### src/core/lpg_pkg.sv
package lpg_pkg;
  // ==========================================================
  // low power modes
  typedef enum logic [3:0] {
    LPG_ACTIVE = 4'h1,
    LPG_SLEEP = 4'h2,
    LPG_BACKUP = 4'h4,
    LPG_DEEP = 4'h8
  } lpg_mode_t;
  // ==========================================================
  // entry decision states
  typedef enum logic [3:0] {
    LPG_ST_RUN = 4'h1,
    LPG_ST_CHECK = 4'h2,
    LPG_ST_LOW = 4'h4,
    LPG_ST_WAKE = 4'h8
  } lpg_state_t;
  // ==========================================================
  // peripheral gate bit positions
  localparam int LPG_P_UART = 0;
  localparam int LPG_P_SPI = 1;
  localparam int LPG_P_I2C = 2;
  localparam int LPG_P_PWM = 3;
  localparam int LPG_P_ADC = 4;
  localparam int LPG_P_RNG = 5;
  localparam int LPG_P_TMR = 6;
  localparam int LPG_P_OST = 7;
  localparam int LPG_P_RTC = 8;
  localparam int LPG_P_WDT = 9;
  localparam int LPG_P_DMA = 10;
  localparam int LPG_P_SWD = 11;
  localparam int LPG_P_FLASH = 12;
  localparam int LPG_NPERIPH = 13;
  // enable-mask bit positions
  localparam int LPG_EN_SLEEP = 0;
  localparam int LPG_EN_BACKUP = 1;
  localparam int LPG_EN_DEEP = 2;
  // cycles spent re-checking conditions before committing to entry
  localparam logic [3:0] LPG_CHECK_CYCLES = 4'h2;
  // reset value of the gate vector: all peripherals running
  localparam logic [12:0] LPG_RUN_ALL = 13'h1FFF;
endpackage

### src/core/lpg_gate.sv
`timescale 1ns/1ps
`default_nettype none
module lpg_gate
  import lpg_pkg::*;
#(
  parameter bit HAS_FLASH = 1'b1
) (
  input wire logic core_clk,
  input wire logic nrst,
  input wire logic [2:0] modeEnable,
  input wire logic fwIdle,
  input wire logic uartBusy,
  input wire logic uartSwManaged,
  input wire logic spiBusy,
  input wire logic i2cBusy,
  input wire logic adcBusy,
  input wire logic flashOpen,
  input wire logic osTimerCounting,
  input wire logic dmaSwManaged,
  input wire logic advertising,
  input wire logic connected,
  input wire logic wake_pin_a,
  input wire logic wake_pin_b,
  input wire logic sleepWake,
  input wire logic backupWake,
  output logic [3:0] lpMode,
  output logic [12:0] periphRun,
  output logic [12:0] periphRestore,
  output logic [12:0] periphCounterClear,
  output logic seedInvalid,
  output logic coldBootNeeded,
  output logic wakePulse
);

  // ==========================================================
  // pin synchronisers
  // wake pins are asynchronous, two flops before any logic reads them
  logic pinASync, pinBSync;
  lpg_sync2 #(
    .WIDTH(1)
  ) u_syncA (
    .core_clk(core_clk),
    .nrst(nrst),
    .asyncIn(wake_pin_a),
    .syncOut(pinASync)
  );
  lpg_sync2 #(
    .WIDTH(1)
  ) u_syncB (
    .core_clk(core_clk),
    .nrst(nrst),
    .asyncIn(wake_pin_b),
    .syncOut(pinBSync)
  );

  // ==========================================================
  // blocking conditions
  logic commonBlock, flashBlock, pinBlock, allowSleep, allowBackup, allowDeep;
  // a wake pin already high would end the mode at once, so it holds entry off
  assign pinBlock = pinASync | pinBSync;
  // flash session only matters on the flash variant
  assign flashBlock = HAS_FLASH & flashOpen;
  // serial, adc and flash activity block all modes
  assign commonBlock = uartBusy | spiBusy | i2cBusy | adcBusy | flashBlock | pinBlock | ~fwIdle;
  assign allowSleep = modeEnable[LPG_EN_SLEEP] & ~commonBlock;
  // os timers keep backup and deeper modes out
  assign allowBackup = modeEnable[LPG_EN_BACKUP] & ~commonBlock & ~osTimerCounting & ~connected;
  assign allowDeep = modeEnable[LPG_EN_DEEP] & ~commonBlock & ~osTimerCounting & ~connected & ~advertising;

  // deepest allowed mode wins
  lpg_mode_t target;
  always_comb begin
    if (allowDeep) begin
      target = LPG_DEEP;
    end else if (allowBackup) begin
      target = LPG_BACKUP;
    end else if (allowSleep) begin
      target = LPG_SLEEP;
    end else begin
      target = LPG_ACTIVE;
    end
  end

  // ==========================================================
  // entry decision and wake state machine
  lpg_state_t state;
  lpg_mode_t mode, pending;
  logic [3:0] checkCnt;
  logic checkDone;
  logic wakeHit;

  // last check cycle of the decision
  assign checkDone = (checkCnt == LPG_CHECK_CYCLES - 4'h1);

  // wake sources per mode
  always_comb begin
    case (mode)
      LPG_DEEP: wakeHit = pinASync | pinBSync;
      LPG_BACKUP: wakeHit = pinASync | pinBSync | backupWake;
      LPG_SLEEP: wakeHit = pinASync | pinBSync | sleepWake;
      default: wakeHit = 1'b0;
    endcase
  end

  // state register: run, decision, low power, wake
  always_ff @(posedge core_clk or negedge nrst) begin
    if (!nrst) begin
      state <= LPG_ST_RUN;
    end else begin
      case (state)
        LPG_ST_RUN: begin
          // automatic entry, no command needed
          if (target != LPG_ACTIVE) begin
            state <= LPG_ST_CHECK;
          end
        end
        LPG_ST_CHECK: begin
          // any change of allowed mode during the decision aborts it
          if (target != pending) begin
            state <= LPG_ST_RUN;
          end else if (checkDone) begin
            state <= LPG_ST_LOW;
          end
        end
        LPG_ST_LOW: begin
          if (wakeHit) begin
            state <= LPG_ST_WAKE;
          end
        end
        LPG_ST_WAKE: begin
          state <= LPG_ST_RUN;
        end
        default: begin
          state <= LPG_ST_RUN;
        end
      endcase
    end
  end

  // mode chosen at the start of the decision, held through it
  always_ff @(posedge core_clk or negedge nrst) begin
    if (!nrst) begin
      pending <= LPG_ACTIVE;
    end else if (state == LPG_ST_RUN && target != LPG_ACTIVE) begin
      pending <= target;
    end
  end

  // decision counter restarts with every new decision
  always_ff @(posedge core_clk or negedge nrst) begin
    if (!nrst) begin
      checkCnt <= 4'h0;
    end else if (state != LPG_ST_CHECK) begin
      checkCnt <= 4'h0;
    end else if (!checkDone) begin
      checkCnt <= checkCnt + 4'h1;
    end
  end

  // committed mode: set when the decision completes, active again on wake
  always_ff @(posedge core_clk or negedge nrst) begin
    if (!nrst) begin
      mode <= LPG_ACTIVE;
    end else if (state == LPG_ST_CHECK && target == pending && checkDone) begin
      mode <= pending;
    end else if (state == LPG_ST_WAKE) begin
      mode <= LPG_ACTIVE;
    end
  end

  // ==========================================================
  // peripheral run gates, next value from mode
  logic [12:0] next_periphRun;
  always_comb begin
    next_periphRun = LPG_RUN_ALL;
    case (mode)
      LPG_SLEEP: begin
        // serial, adc, pwm, rng, timers, watchdog, dma, debug halted
        next_periphRun = 13'h0000;
        next_periphRun[LPG_P_OST] = 1'b1;
        next_periphRun[LPG_P_RTC] = 1'b1;
        next_periphRun[LPG_P_FLASH] = 1'b0;
      end
      LPG_BACKUP: begin
        next_periphRun = 13'h0000;
        next_periphRun[LPG_P_RTC] = 1'b1;
      end
      LPG_DEEP: next_periphRun = 13'h0000;
      default: next_periphRun = LPG_RUN_ALL;
    endcase
  end

  always_ff @(posedge core_clk or negedge nrst) begin
    if (!nrst) begin
      periphRun <= LPG_RUN_ALL;
    end else begin
      periphRun <= next_periphRun;
    end
  end

  // ==========================================================
  // restore / clear strobes at wake
  logic wakeNow, deepWake;
  logic [12:0] next_periphRestore, next_periphCounterClear;
  assign wakeNow = (state == LPG_ST_WAKE);
  assign deepWake = wakeNow & (mode == LPG_DEEP);

  // deep sleep keeps nothing, so nothing is restored
  always_comb begin
    next_periphRestore = 13'h0000;
    next_periphCounterClear = 13'h0000;
    if (wakeNow && !deepWake) begin
      next_periphRestore[LPG_P_UART] = uartSwManaged;
      next_periphRestore[LPG_P_SPI] = 1'b1;
      next_periphRestore[LPG_P_I2C] = 1'b1;
      next_periphRestore[LPG_P_PWM] = 1'b1;
      next_periphRestore[LPG_P_ADC] = 1'b1;
      next_periphRestore[LPG_P_RNG] = 1'b0;
      next_periphRestore[LPG_P_TMR] = 1'b1;
      next_periphRestore[LPG_P_WDT] = 1'b1;
      next_periphRestore[LPG_P_DMA] = dmaSwManaged;
      next_periphCounterClear[LPG_P_TMR] = 1'b1;
      next_periphCounterClear[LPG_P_WDT] = 1'b1;
    end
  end

  // restore and clear strobes, one cycle each
  always_ff @(posedge core_clk or negedge nrst) begin
    if (!nrst) begin
      periphRestore <= 13'h0000;
      periphCounterClear <= 13'h0000;
    end else begin
      periphRestore <= next_periphRestore;
      periphCounterClear <= next_periphCounterClear;
    end
  end

  // wake pulse marks the first active cycle
  always_ff @(posedge core_clk or negedge nrst) begin
    if (!nrst) begin
      wakePulse <= 1'b0;
    end else begin
      wakePulse <= wakeNow;
    end
  end

  // seed lost in any low power mode, sticky until reset
  always_ff @(posedge core_clk or negedge nrst) begin
    if (!nrst) begin
      seedInvalid <= 1'b0;
    end else if (state == LPG_ST_LOW) begin
      seedInvalid <= 1'b1;
    end
  end

  // cold boot flagged after a deep sleep wake, cleared only by reset
  always_ff @(posedge core_clk or negedge nrst) begin
    if (!nrst) begin
      coldBootNeeded <= 1'b0;
    end else if (deepWake) begin
      coldBootNeeded <= 1'b1;
    end
  end

  assign lpMode = mode;

endmodule

// ==========================================================
// two-flop synchroniser for inputs from outside the clock domain
module lpg_sync2
  import lpg_pkg::*;
#(
  parameter int WIDTH = 1
) (
  input wire logic core_clk,
  input wire logic nrst,
  input wire logic [WIDTH-1:0] asyncIn,
  output logic [WIDTH-1:0] syncOut
);

  // first stage may go metastable; only the second stage is read
  logic [WIDTH-1:0] meta;
  always_ff @(posedge core_clk or negedge nrst) begin
    if (!nrst) begin
      meta <= {WIDTH{1'b0}};
      syncOut <= {WIDTH{1'b0}};
    end else begin
      meta <= asyncIn;
      syncOut <= meta;
    end
  end

endmodule
`default_nettype wire

### config.mk
export PLATFORM = sky130hd
export DESIGN_NAME = lpg_gate
export DESIGN_NICKNAME = d
export VERILOG_FILES = /design/src/core/lpg_pkg.sv /design/src/core/lpg_gate.sv
export SDC_FILE = /design/constraint.sdc
export NUM_CORES = 1
export LEC_CHECK = 0
export BUFFER_PORTS_ARGS = -buffer_cell sky130_fd_sc_hd__clkbuf_2
export CORE_MARGIN = 2
export CORE_UTILIZATION = 40
export DETAILED_ROUTE_END_ITERATION = 10
export GPL_ROUTABILITY_DRIVEN = 0
export GPL_TIMING_DRIVEN = 0
export PLACE_DENSITY = 0.76
export SLEW_MARGIN = 20
export SYNTH_ARGS = -nofsm -noshare
export SYNTH_HDL_FRONTEND = slang
export SYNTH_HIERARCHICAL = 1
export SYNTH_SLANG_ARGS = --single-unit
### constraint.sdc
create_clock -name core_clk -period 2.5 [get_ports core_clk]
set_input_delay 0.125 -clock core_clk [delete_from_list [all_inputs] [get_ports core_clk]]
set_output_delay 0.125 -clock core_clk [all_outputs]
set_load 0.05 [all_outputs]
==> results.yml, run 1 <==
timing:
  finalClockSkew_ns: 0.0009833
  period_needed_ns: 2.265
  finalHoldViolCount: 0
  post-route-period-util: 0.9062
  fin_tns_setup_ns: 0
  drv_slew: 0
  max_clock_freq_ghz: 0.4414
  tightestPinTransition_ns: 1.043
  finalSetupViolations: 0
  hold_ws_ns: 0.05294
  rsz0062_at_grt: "no"
  slew_headroom: 0.2950
critical_path:
  cp_data_required_time_ns: 2.66
  cpPeakStageDelay_ns: 0.53
  ff2ff_setup_slack_ns: 0.23
  cp.arrival_ns: 2.43
  path_class: "register to register"
  reg2reg_to: "lpMode[3]"
  endpoint_kind: "register"
  critical_path.max_fanout: 5
  r2r_cells: 7
  cp_slowest_cell: "or4b_1"
  start_kind: "register"
  r2r-start: "u_syncB/syncOut"
  crit_chain: "nor4_4 -> nand2_1 -> nor3b_1 -> xor2_1 -> or4b_1 -> buf_6 -> mux2_4"
cells_and_area:
  fill_cells: 359
  final_cell_mix: "clkbuf_2, buf_4, dfrtp_1"
  finalNonFillerCells: 277
  utilization: 0.5303
  final_common_cell: "clkbuf_2"
  drive_gt1_frac: 0.4670
  syn_to_final_growth_pct: 29.54
  fin_area_mm2: 0.002091
  diodes: 0
  nets: 248
floorplanning:
  dieArea_mm2: 0.004559
  io_pins: 66
  row_count: 23
  start_util: 0.4094
  die_w_um: 67.52
  core_mm2: 0.003943
  die_y_um: 67.52
logic_synthesis:
  synth.distinct_cells: 39
  ys_ff_latch: 29
  yosysSeqAreaShare: 0.4543
  synth_fa_ha_area_frac: 0.01550
  yosys_warnings: 6
  synth_cells: 152
  avgSynthCellArea_um2: 10.62
  synth_simple_gate_area_frac: 0.1953
  synthMuxAreaShare: 0.04651
  synth_area_mm2: 0.001614
  synth_compound_area_frac: 0.08140
  synth_top_family_by_area: "simple AND/OR/NAND/NOR gates"
  synth_xor_area_frac: 0.03256
route:
  drt-met1-wl_um: 1251
  drc_errors: 0
  ant_nets: 0
  routed_wl_um: 2791
  drtIter0Drc: 19
  wl_met3_um: 241
  vias: 1193
  wl_met2_um: 1283
  wl_per_cell_um: 10.08
  firstDrtPassIters: 4
  viasPerCell: 4.307
  highest_layer: "met4"
power_and_ir_drop:
  p_leak_nw: 1.111
  peakVddDrop_uv: 413.3
  powerDensity_mw_per_mm2: 465.0
place:
  dpl-instance-area_mm2: 0.001978
  io_buffers: 49
  dp_cells: 266
  dp_hpwl_um: 2164
cts:
  ctsLongestPathBuffers: 2
  cts_tree: "done"
  numCtsBuffers: 5
  root_buffer: "clkbuf_8"
  clk_pin_slew_ns: 0.06
  clock-sinks: 29
  clk_latency_ns: 0.27
  h-tree-depth: 2
global_routing:
  grt_overflow_total: 0
  grt_pass1_vias: 1008
  gr-usage-all-layers: 0.1317
  grt_max_degree: 30
  grt_pass1_wl_um: 4416
  antenna_found_initial: 0
run:
  drv_cap: 0
min_path:
  holdPathEnd: "periphRestore[0]"
  min_from: "uartSwManaged"
  hold_path.class: "primary input to register"
  hold_depth: 2
status:
  status: "complete, no violations"
[sequential cells by signal, indices dropped and copies added, names as in the netlist, 3 cells and up]
name,cells
checkCnt,4
lpMode,4
pending,4
state,4
periphRestore,3
periphRun,3
[per-stage QoR]
step           setup slack, ns  power [W]
3_5_place_dp            0.2430  0.0006174
3_3_place_gp            0.2816  0.0006155
4_1_cts                 0.2251  0.0009848
2_1_floorplan           0.3655  0.0005855
5_1_grt                0.08509   0.001014
6_report                0.2346  0.0009722
[cell type report]
class | instances | area, µm² | share of cell area
Multi-Input combinational cell | 99 | 659.4 | 0.3154
Tap cell | 50 | 62.56 | 0.02992
Timing Repair Buffer | 52 | 275.3 | 0.1317
Sequential cell | 29 | 733.2 | 0.3507
Clock inverter | 2 | 10.01 | 0.004788
Inverter | 4 | 15.01 | 0.007181
Clock buffer | 6 | 72.57 | 0.03471
Buffer | 35 | 262.8 | 0.1257
[cells in the mapped netlist (all sizes together)]
| library cell | number | share of area |
|---|---|---|
| conb | 1 | 0.0023 |
| a31oi | 1 | 0.0039 |
| dfstp | 6 | 0.098 |
| nor2b | 5 | 0.019 |
| or2 | 1 | 0.0039 |
| and2 | 5 | 0.021 |
| inv | 4 | 0.0093 |
| a32o | 1 | 0.0062 |
| nor4 | 2 | 0.017 |
| a21o | 1 | 0.0047 |
| ha | 2 | 0.016 |
| nand4b | 1 | 0.0054 |
| dfrtp | 23 | 0.36 |
| xor2 | 4 | 0.022 |
| nand2b | 4 | 0.016 |
| o21a | 2 | 0.019 |
| or3 | 1 | 0.0047 |
| nor2 | 12 | 0.028 |
| a211oi | 2 | 0.0093 |
| o21ai | 8 | 0.025 |
| nand4 | 1 | 0.0039 |
| nor3 | 6 | 0.019 |
| xnor2 | 2 | 0.011 |
| o211ai | 1 | 0.0047 |
| buf | 34 | 0.16 |
| or4b | 1 | 0.0062 |
| mux2i | 3 | 0.019 |
| clkbuf | 1 | 0.0023 |
| nor3b | 2 | 0.0093 |
| a21oi | 3 | 0.0093 |
| mux2 | 3 | 0.028 |
| nand3 | 1 | 0.0031 |
| nand2 | 4 | 0.0093 |
| nand3b | 1 | 0.0047 |
| nor4b | 3 | 0.026 |
[critical path: cells and delay by family (launching register included)]
kind	cells	cell delay, ns
buffers and inverters	1	0.16
multiplexers	1	0.29
XOR/XNOR	1	0.13
flip-flops	1	0.40
AND/OR/NAND/NOR	4	1.18
[kinds of logic after synthesis]
kind of cell / count (synthesis)
simple gates: 50
xor+xnor: 6
mux: 6
buf+inv: 39
fa+ha+maj: 2
other cells: 1
flops: 29
compound gates: 19
[metal layers]
layer  up-vias  global-route usage
met5         -                   0
met4         0             0.04592
met3         3             0.04167
met2        51              0.2181
met1       528              0.1613
li1        611                   -
[report_power, final]
| part | leakage, nW | switching, W | internal (W) |
|---|---|---|---|
| logic | 0.691 | 0.0000831 | 0.0000414 |
| registers | 0.375 | 0.00000811 | 0.000481 |
| clock network | 0.0450 | 0.000167 | 0.000192 |
[repair_timing]
item,4_1_cts,5_1_grt
hold buffers,3,0
resized for setup,0,0
setup buffers,0,0
endpoints found under the hold margin,25,0
[how the worst max path moves through the flow]
stage	from	end	cells past startpoint
floorplan	u_syncB/syncOut	lpMode[1]	7
global placement	u_syncB/syncOut	lpMode[1]	7
detailed placement	u_syncB/syncOut	lpMode[3]	7
CTS	u_syncB/syncOut	lpMode[1]	7
global route	u_syncB/syncOut	lpMode[3]	7
finish	u_syncB/syncOut	lpMode[3]	7
Note: power is estimated with default switching activity, not from simulation.
==> run 2: changes to the inputs <==
--- a/config.mk
+++ b/config.mk
@@ -8,6 +8,7 @@
 export BUFFER_PORTS_ARGS = -buffer_cell sky130_fd_sc_hd__clkbuf_2
 export CORE_MARGIN = 2
 export CORE_UTILIZATION = 40
+export CTS_BUF_LIST = sky130_fd_sc_hd__clkbuf_4
 export DETAILED_ROUTE_END_ITERATION = 10
 export GPL_ROUTABILITY_DRIVEN = 0
 export GPL_TIMING_DRIVEN = 0
==> results.yml, run 2 (same netlist as run 1, synthesis figures left out) <==
cts:
  clock-sinks: 29
  cts_tree: "done"
  clk_pin_slew_ns: 0.09
  ctsLongestPathBuffers: 2
  post-cts-setup-buffers: 0
  root_buffer: "clkbuf_4"
  h-tree-depth: 2
  clk_latency_ns: 0.33
  numCtsBuffers: 5
floorplanning:
  start_util: 0.4094
  io_pins: 66
  die_y_um: 67.52
  row_count: 23
  core_mm2: 0.003943
  die_w_um: 67.52
  dieArea_mm2: 0.004559
global_routing:
  antenna_found_initial: 0
  grt_pass1_vias: 1027
  gr-usage-all-layers: 0.1375
  grt_max_degree: 30
  grt_pass1_wl_um: 4533
  grt_overflow_total: 0
run:
  drv_cap: 0
route:
  wl_per_cell_um: 10.44
  firstDrtPassIters: 4
  vias: 1207
  ant_nets: 0
  drtIter0Drc: 28
  routed_wl_um: 2912
  drc_errors: 0
  viasPerCell: 4.326
power_and_ir_drop:
  p_leak_nw: 1.110
  peakVddDrop_uv: 361.4
  powerDensity_mw_per_mm2: 428.1
min_path:
  min_from: "modeEnable[1]"
  holdPathEnd: "pending[2]"
  hold_depth: 3
  hold_path.class: "primary input to register"
critical_path:
  critPathTopFamily: "simple AND/OR/NAND/NOR gates"
  start_kind: "register"
  path_buf_inv: 1
  cp_data_required_time_ns: 2.72
  startpoint: "u_syncB/syncOut"
  path_class: "register to register"
  ff2ff_setup_slack_ns: 0.22
  cp.arrival_ns: 2.49
  crit_chain: "nor4_4 -> nand2_1 -> nor3b_1 -> xor2_1 -> or4b_1 -> buf_6 -> mux2_4"
  cp_slowest_cell: "or4b_1"
  r2r-start: "u_syncB/syncOut"
  endpoint_kind: "register"
  reg2reg_to: "lpMode[3]"
  cpPeakStageDelay_ns: 0.53
  r2r_cells: 7
  critical_path.max_fanout: 5
cells_and_area:
  final_common_cell: "clkbuf_2"
  syn_to_final_growth_pct: 29.46
  nets: 250
  drive_gt1_frac: 0.4716
  final_cell_mix: "clkbuf_2, buf_4, dfrtp_1"
  finalNonFillerCells: 279
  diodes: 0
  fill_cells: 363
place:
  dp_cells: 266
  dp_hpwl_um: 2164
  io_buffers: 49
timing:
  fin_tns_setup_ns: 0
  slew_headroom: 0.5420
  finalClockSkew_ns: 0.008371
  post-route-period-util: 0.9102
  period_needed_ns: 2.276
  max_clock_freq_ghz: 0.4394
  finalHoldViolCount: 0
  rsz0062_at_grt: "no"
  finalSetupViolations: 0
  tightestPinTransition_ns: 0.6871
  drv_slew: 0
status:
  status: "complete, no violations"
run 2: worst max path at each step:
stage | endpoint | slack [ns] | depth (start not counted)
2_1_floorplan | lpMode[1] | 0.37 | 7
3_3_place_gp | lpMode[1] | 0.28 | 7
3_5_place_dp | lpMode[3] | 0.24 | 7
4_1_cts | lpMode[1] | 0.22 | 7
5_1_grt | lpMode[3] | 0.07 | 7
6_report | lpMode[3] | 0.22 | 7
run 2: metrics by stage:
step / power (W) / setup slack (ns) / util / hold WS, ns / cell area (µm²)
finish: 0.0008945 / 0.2244 / 0.5300 / 0.06781 / 2090
global route: 0.0009336 / 0.07453 / 0.5300 / 0.08680 / 2090
CTS: 0.0009035 / 0.2154 / 0.5284 / 0.05765 / 2083
detailed placement: 0.0006174 / 0.2430 / 0.5017 / 0.1921 / 1978
global placement: 0.0006155 / 0.2816 / 0.5017 / 0.1924 / 1978
floorplan: 0.0005855 / 0.3655 / - / -0.1706 / 1670
run 2: repair_timing:
item / in CTS / in global routing
endpoints found under the hold margin: 27 / 0
resized for setup: 0 / 0
setup endpoints to repair: 0 / 0
hold buffers: 5 / 0
run 2: cell type report:
class                      instances  area, µm²  share of cell area
inverter                           4      15.01            0.007186
multi-input combinational         99      665.6              0.3186
tap                               50      62.56             0.02994
clock inverter                     2      10.01            0.004790
buffer                            35      262.8              0.1257
clock buffer                       6      45.04             0.02156
sequential                        29      733.2              0.3509
timing repair buffer              54      295.3              0.1413
run 2: power by group:
group	total, W	internal (W)	switching, W
combinational	0.000127	0.0000436	0.0000838
sequential	0.000489	0.000480	0.00000888
clock	0.000279	0.000118	0.000161
total	0.000895	0.000641	0.000254
run 2: worst reg2reg max path, cell delays in order, from the launching register on:
cell and delay, ns:
dfrtp_1 0.42, nor4_4 0.29, nand2_1 0.12, nor3b_1 0.24, xor2_1 0.13, or4b_1 0.53
buf_6 0.16, mux2_4 0.29
run 2: per-layer routing:
metal / track usage / up-vias / wire length [µm] / share of wire
li1: - / 614 / - / -
met1: 0.1651 / 537 / 1252 / 0.43
met2: 0.2267 / 53 / 1370 / 0.47
met3: 0.05667 / 3 / 265 / 0.091
met4: 0.03827 / 0 / 23 / 0.0079
met5: 0 / - / 0 / 0
==> run 3: changes to the inputs <==
--- a/config.mk
+++ b/config.mk
@@ -6,6 +6,7 @@
 export NUM_CORES = 1
 export LEC_CHECK = 0
 export BUFFER_PORTS_ARGS = -buffer_cell sky130_fd_sc_hd__clkbuf_2
+export CAP_MARGIN = 20
 export CORE_MARGIN = 2
 export CORE_UTILIZATION = 40
 export CTS_BUF_LIST = sky130_fd_sc_hd__clkbuf_4
==> constraint.sdc (replaced) <==
create_clock -name core_clk -period 2.5 [get_ports core_clk]
set_input_delay 0.375 -clock core_clk [delete_from_list [all_inputs] [get_ports core_clk]]
set_output_delay 0.375 -clock core_clk [all_outputs]
set_load 0.05 [all_outputs]
==> results.yml, run 3 (same netlist as run 1, synthesis figures left out) <==
route:
  viasPerCell: 4.328
  drc_errors: 0
  routed_wl_um: 2839
  wl_per_cell_um: 10.36
  firstDrtPassIters: 4
  vias: 1186
  ant_nets: 0
  drtIter0Drc: 31
critical_path:
  cp.arrival_ns: 2.49
  path_buf_inv: 1
  cp_data_required_time_ns: 2.72
  crit_chain: "nor4_4 -> nand2_1 -> nor3b_1 -> xor2_1 -> or4b_1 -> buf_6 -> mux2_4"
  critical_path.max_fanout: 5
  cp_slowest_cell: "or4b_1"
  start_kind: "register"
  critPathTopFamily: "simple AND/OR/NAND/NOR gates"
  path_class: "register to register"
  endpoint_kind: "register"
  cpPeakStageDelay_ns: 0.53
cells_and_area:
  final_common_cell: "clkbuf_2"
  utilization: 0.5173
  nets: 245
  diodes: 0
  drive_gt1_frac: 0.4821
  finalNonFillerCells: 274
  final_cell_mix: "clkbuf_2, buf_4, dfrtp_1"
  syn_to_final_growth_pct: 26.36
timing:
  post-route-period-util: 0.9099
  period_needed_ns: 2.275
  hold_ws_ns: 0.06154
  rsz0062_at_grt: "no"
  max_clock_freq_ghz: 0.4396
  drv_slew: 0
  fin_tns_setup_ns: 0
  tightestPinTransition_ns: 0.6897
  finalSetupViolations: 0
  slew_headroom: 0.5402
  finalClockSkew_ns: 0.01052
  finalHoldViolCount: 0
global_routing:
  grt_pass1_vias: 981
  grt_overflow_total: 0
  grt_max_degree: 30
  gr-usage-all-layers: 0.1331
  grt_pass1_wl_um: 4388
  antenna_found_initial: 0
cts:
  postCtsHoldBufs: 0
  cts_tree: "done"
  clk_latency_ns: 0.33
  post-cts-setup-buffers: 0
  h-tree-depth: 2
  cts_resized: 0
  numCtsBuffers: 5
  root_buffer: "clkbuf_4"
  clock-sinks: 29
  ctsLongestPathBuffers: 2
  clk_pin_slew_ns: 0.10
floorplanning:
  row_count: 23
  die_y_um: 67.52
  core_mm2: 0.003943
  start_util: 0.4094
  die_w_um: 67.52
  dieArea_mm2: 0.004559
  io_pins: 66
power_and_ir_drop:
  total_power_w: 0.0008926
  powerDensity_mw_per_mm2: 437.6
  p_leak_nw: 1.089
  peakVddDrop_uv: 358.4
min_path:
  hold_path.class: "primary input to asynchronous set/reset pin"
place:
  dp_hpwl_um: 2164
  dp_cells: 266
  io_buffers: 49
status:
  status: "complete, no violations"
run:
  drv_cap: 0
-- run 3: cell type report --
type                    count  area (µm²)
plain buffers              35       262.8
clock buffers               6       45.04
clock inverters             2       10.01
fillers                   372        1903
inverters                   4       15.01
multi-input cells          99       665.6
flip-flops and latches     29       733.2
well taps                  50       62.56
repair buffers             49       245.2
-- run 3: routing by layer --
| layer | vias to the layer above | global-route usage | share of wire |
|---|---|---|---|
| met1 | 525 | 0.1612 | 0.44 |
| li1 | 605 | - | - |
| met4 | 0 | 0.03827 | 0.0081 |
| met5 | - | 0 | 0 |
| met3 | 3 | 0.05667 | 0.094 |
| met2 | 53 | 0.2157 | 0.46 |
-- run 3: through the flow --
stage | instance area [µm²] | setup WS (ns)
2_1_floorplan | 1670 | 0.3655
3_3_place_gp | 1978 | 0.1816
3_5_place_dp | 1978 | 0.1469
4_1_cts | 2033 | 0.2154
5_1_grt | 2039 | 0.07674
6_report | 2039 | 0.2252
-- run 3: final timing paths --
| check | end | cells past startpoint | slack [ns] | start |
|---|---|---|---|---|
| worst max-delay path | lpMode[1] | 7 | 0.23 | u_syncB/syncOut |
| worst min-delay path | periphRestore[10] | 1 | 0.06 | nrst |
| worst max register to register | lpMode[1] | 7 | 0.23 | u_syncB/syncOut |
| worst min register to register | u_syncB/syncOut | 0 | 0.36 | u_syncB/meta |
| max in group asynchronous | state[1] | 1 | 1.98 | nrst |
| min in group core_clk | u_syncB/meta | 1 | 0.14 | wake_pin_b |
-- run 3: power by group --
group / leakage, nW / internal [W] / switching (W) / total, W
combinational: 0.679 / 0.0000385 / 0.0000825 / 0.000121
clock: 0.0354 / 0.000118 / 0.000165 / 0.000283
sequential: 0.375 / 0.000480 / 0.00000878 / 0.000489
total: 1.09 / 0.000636 / 0.000257 / 0.000893
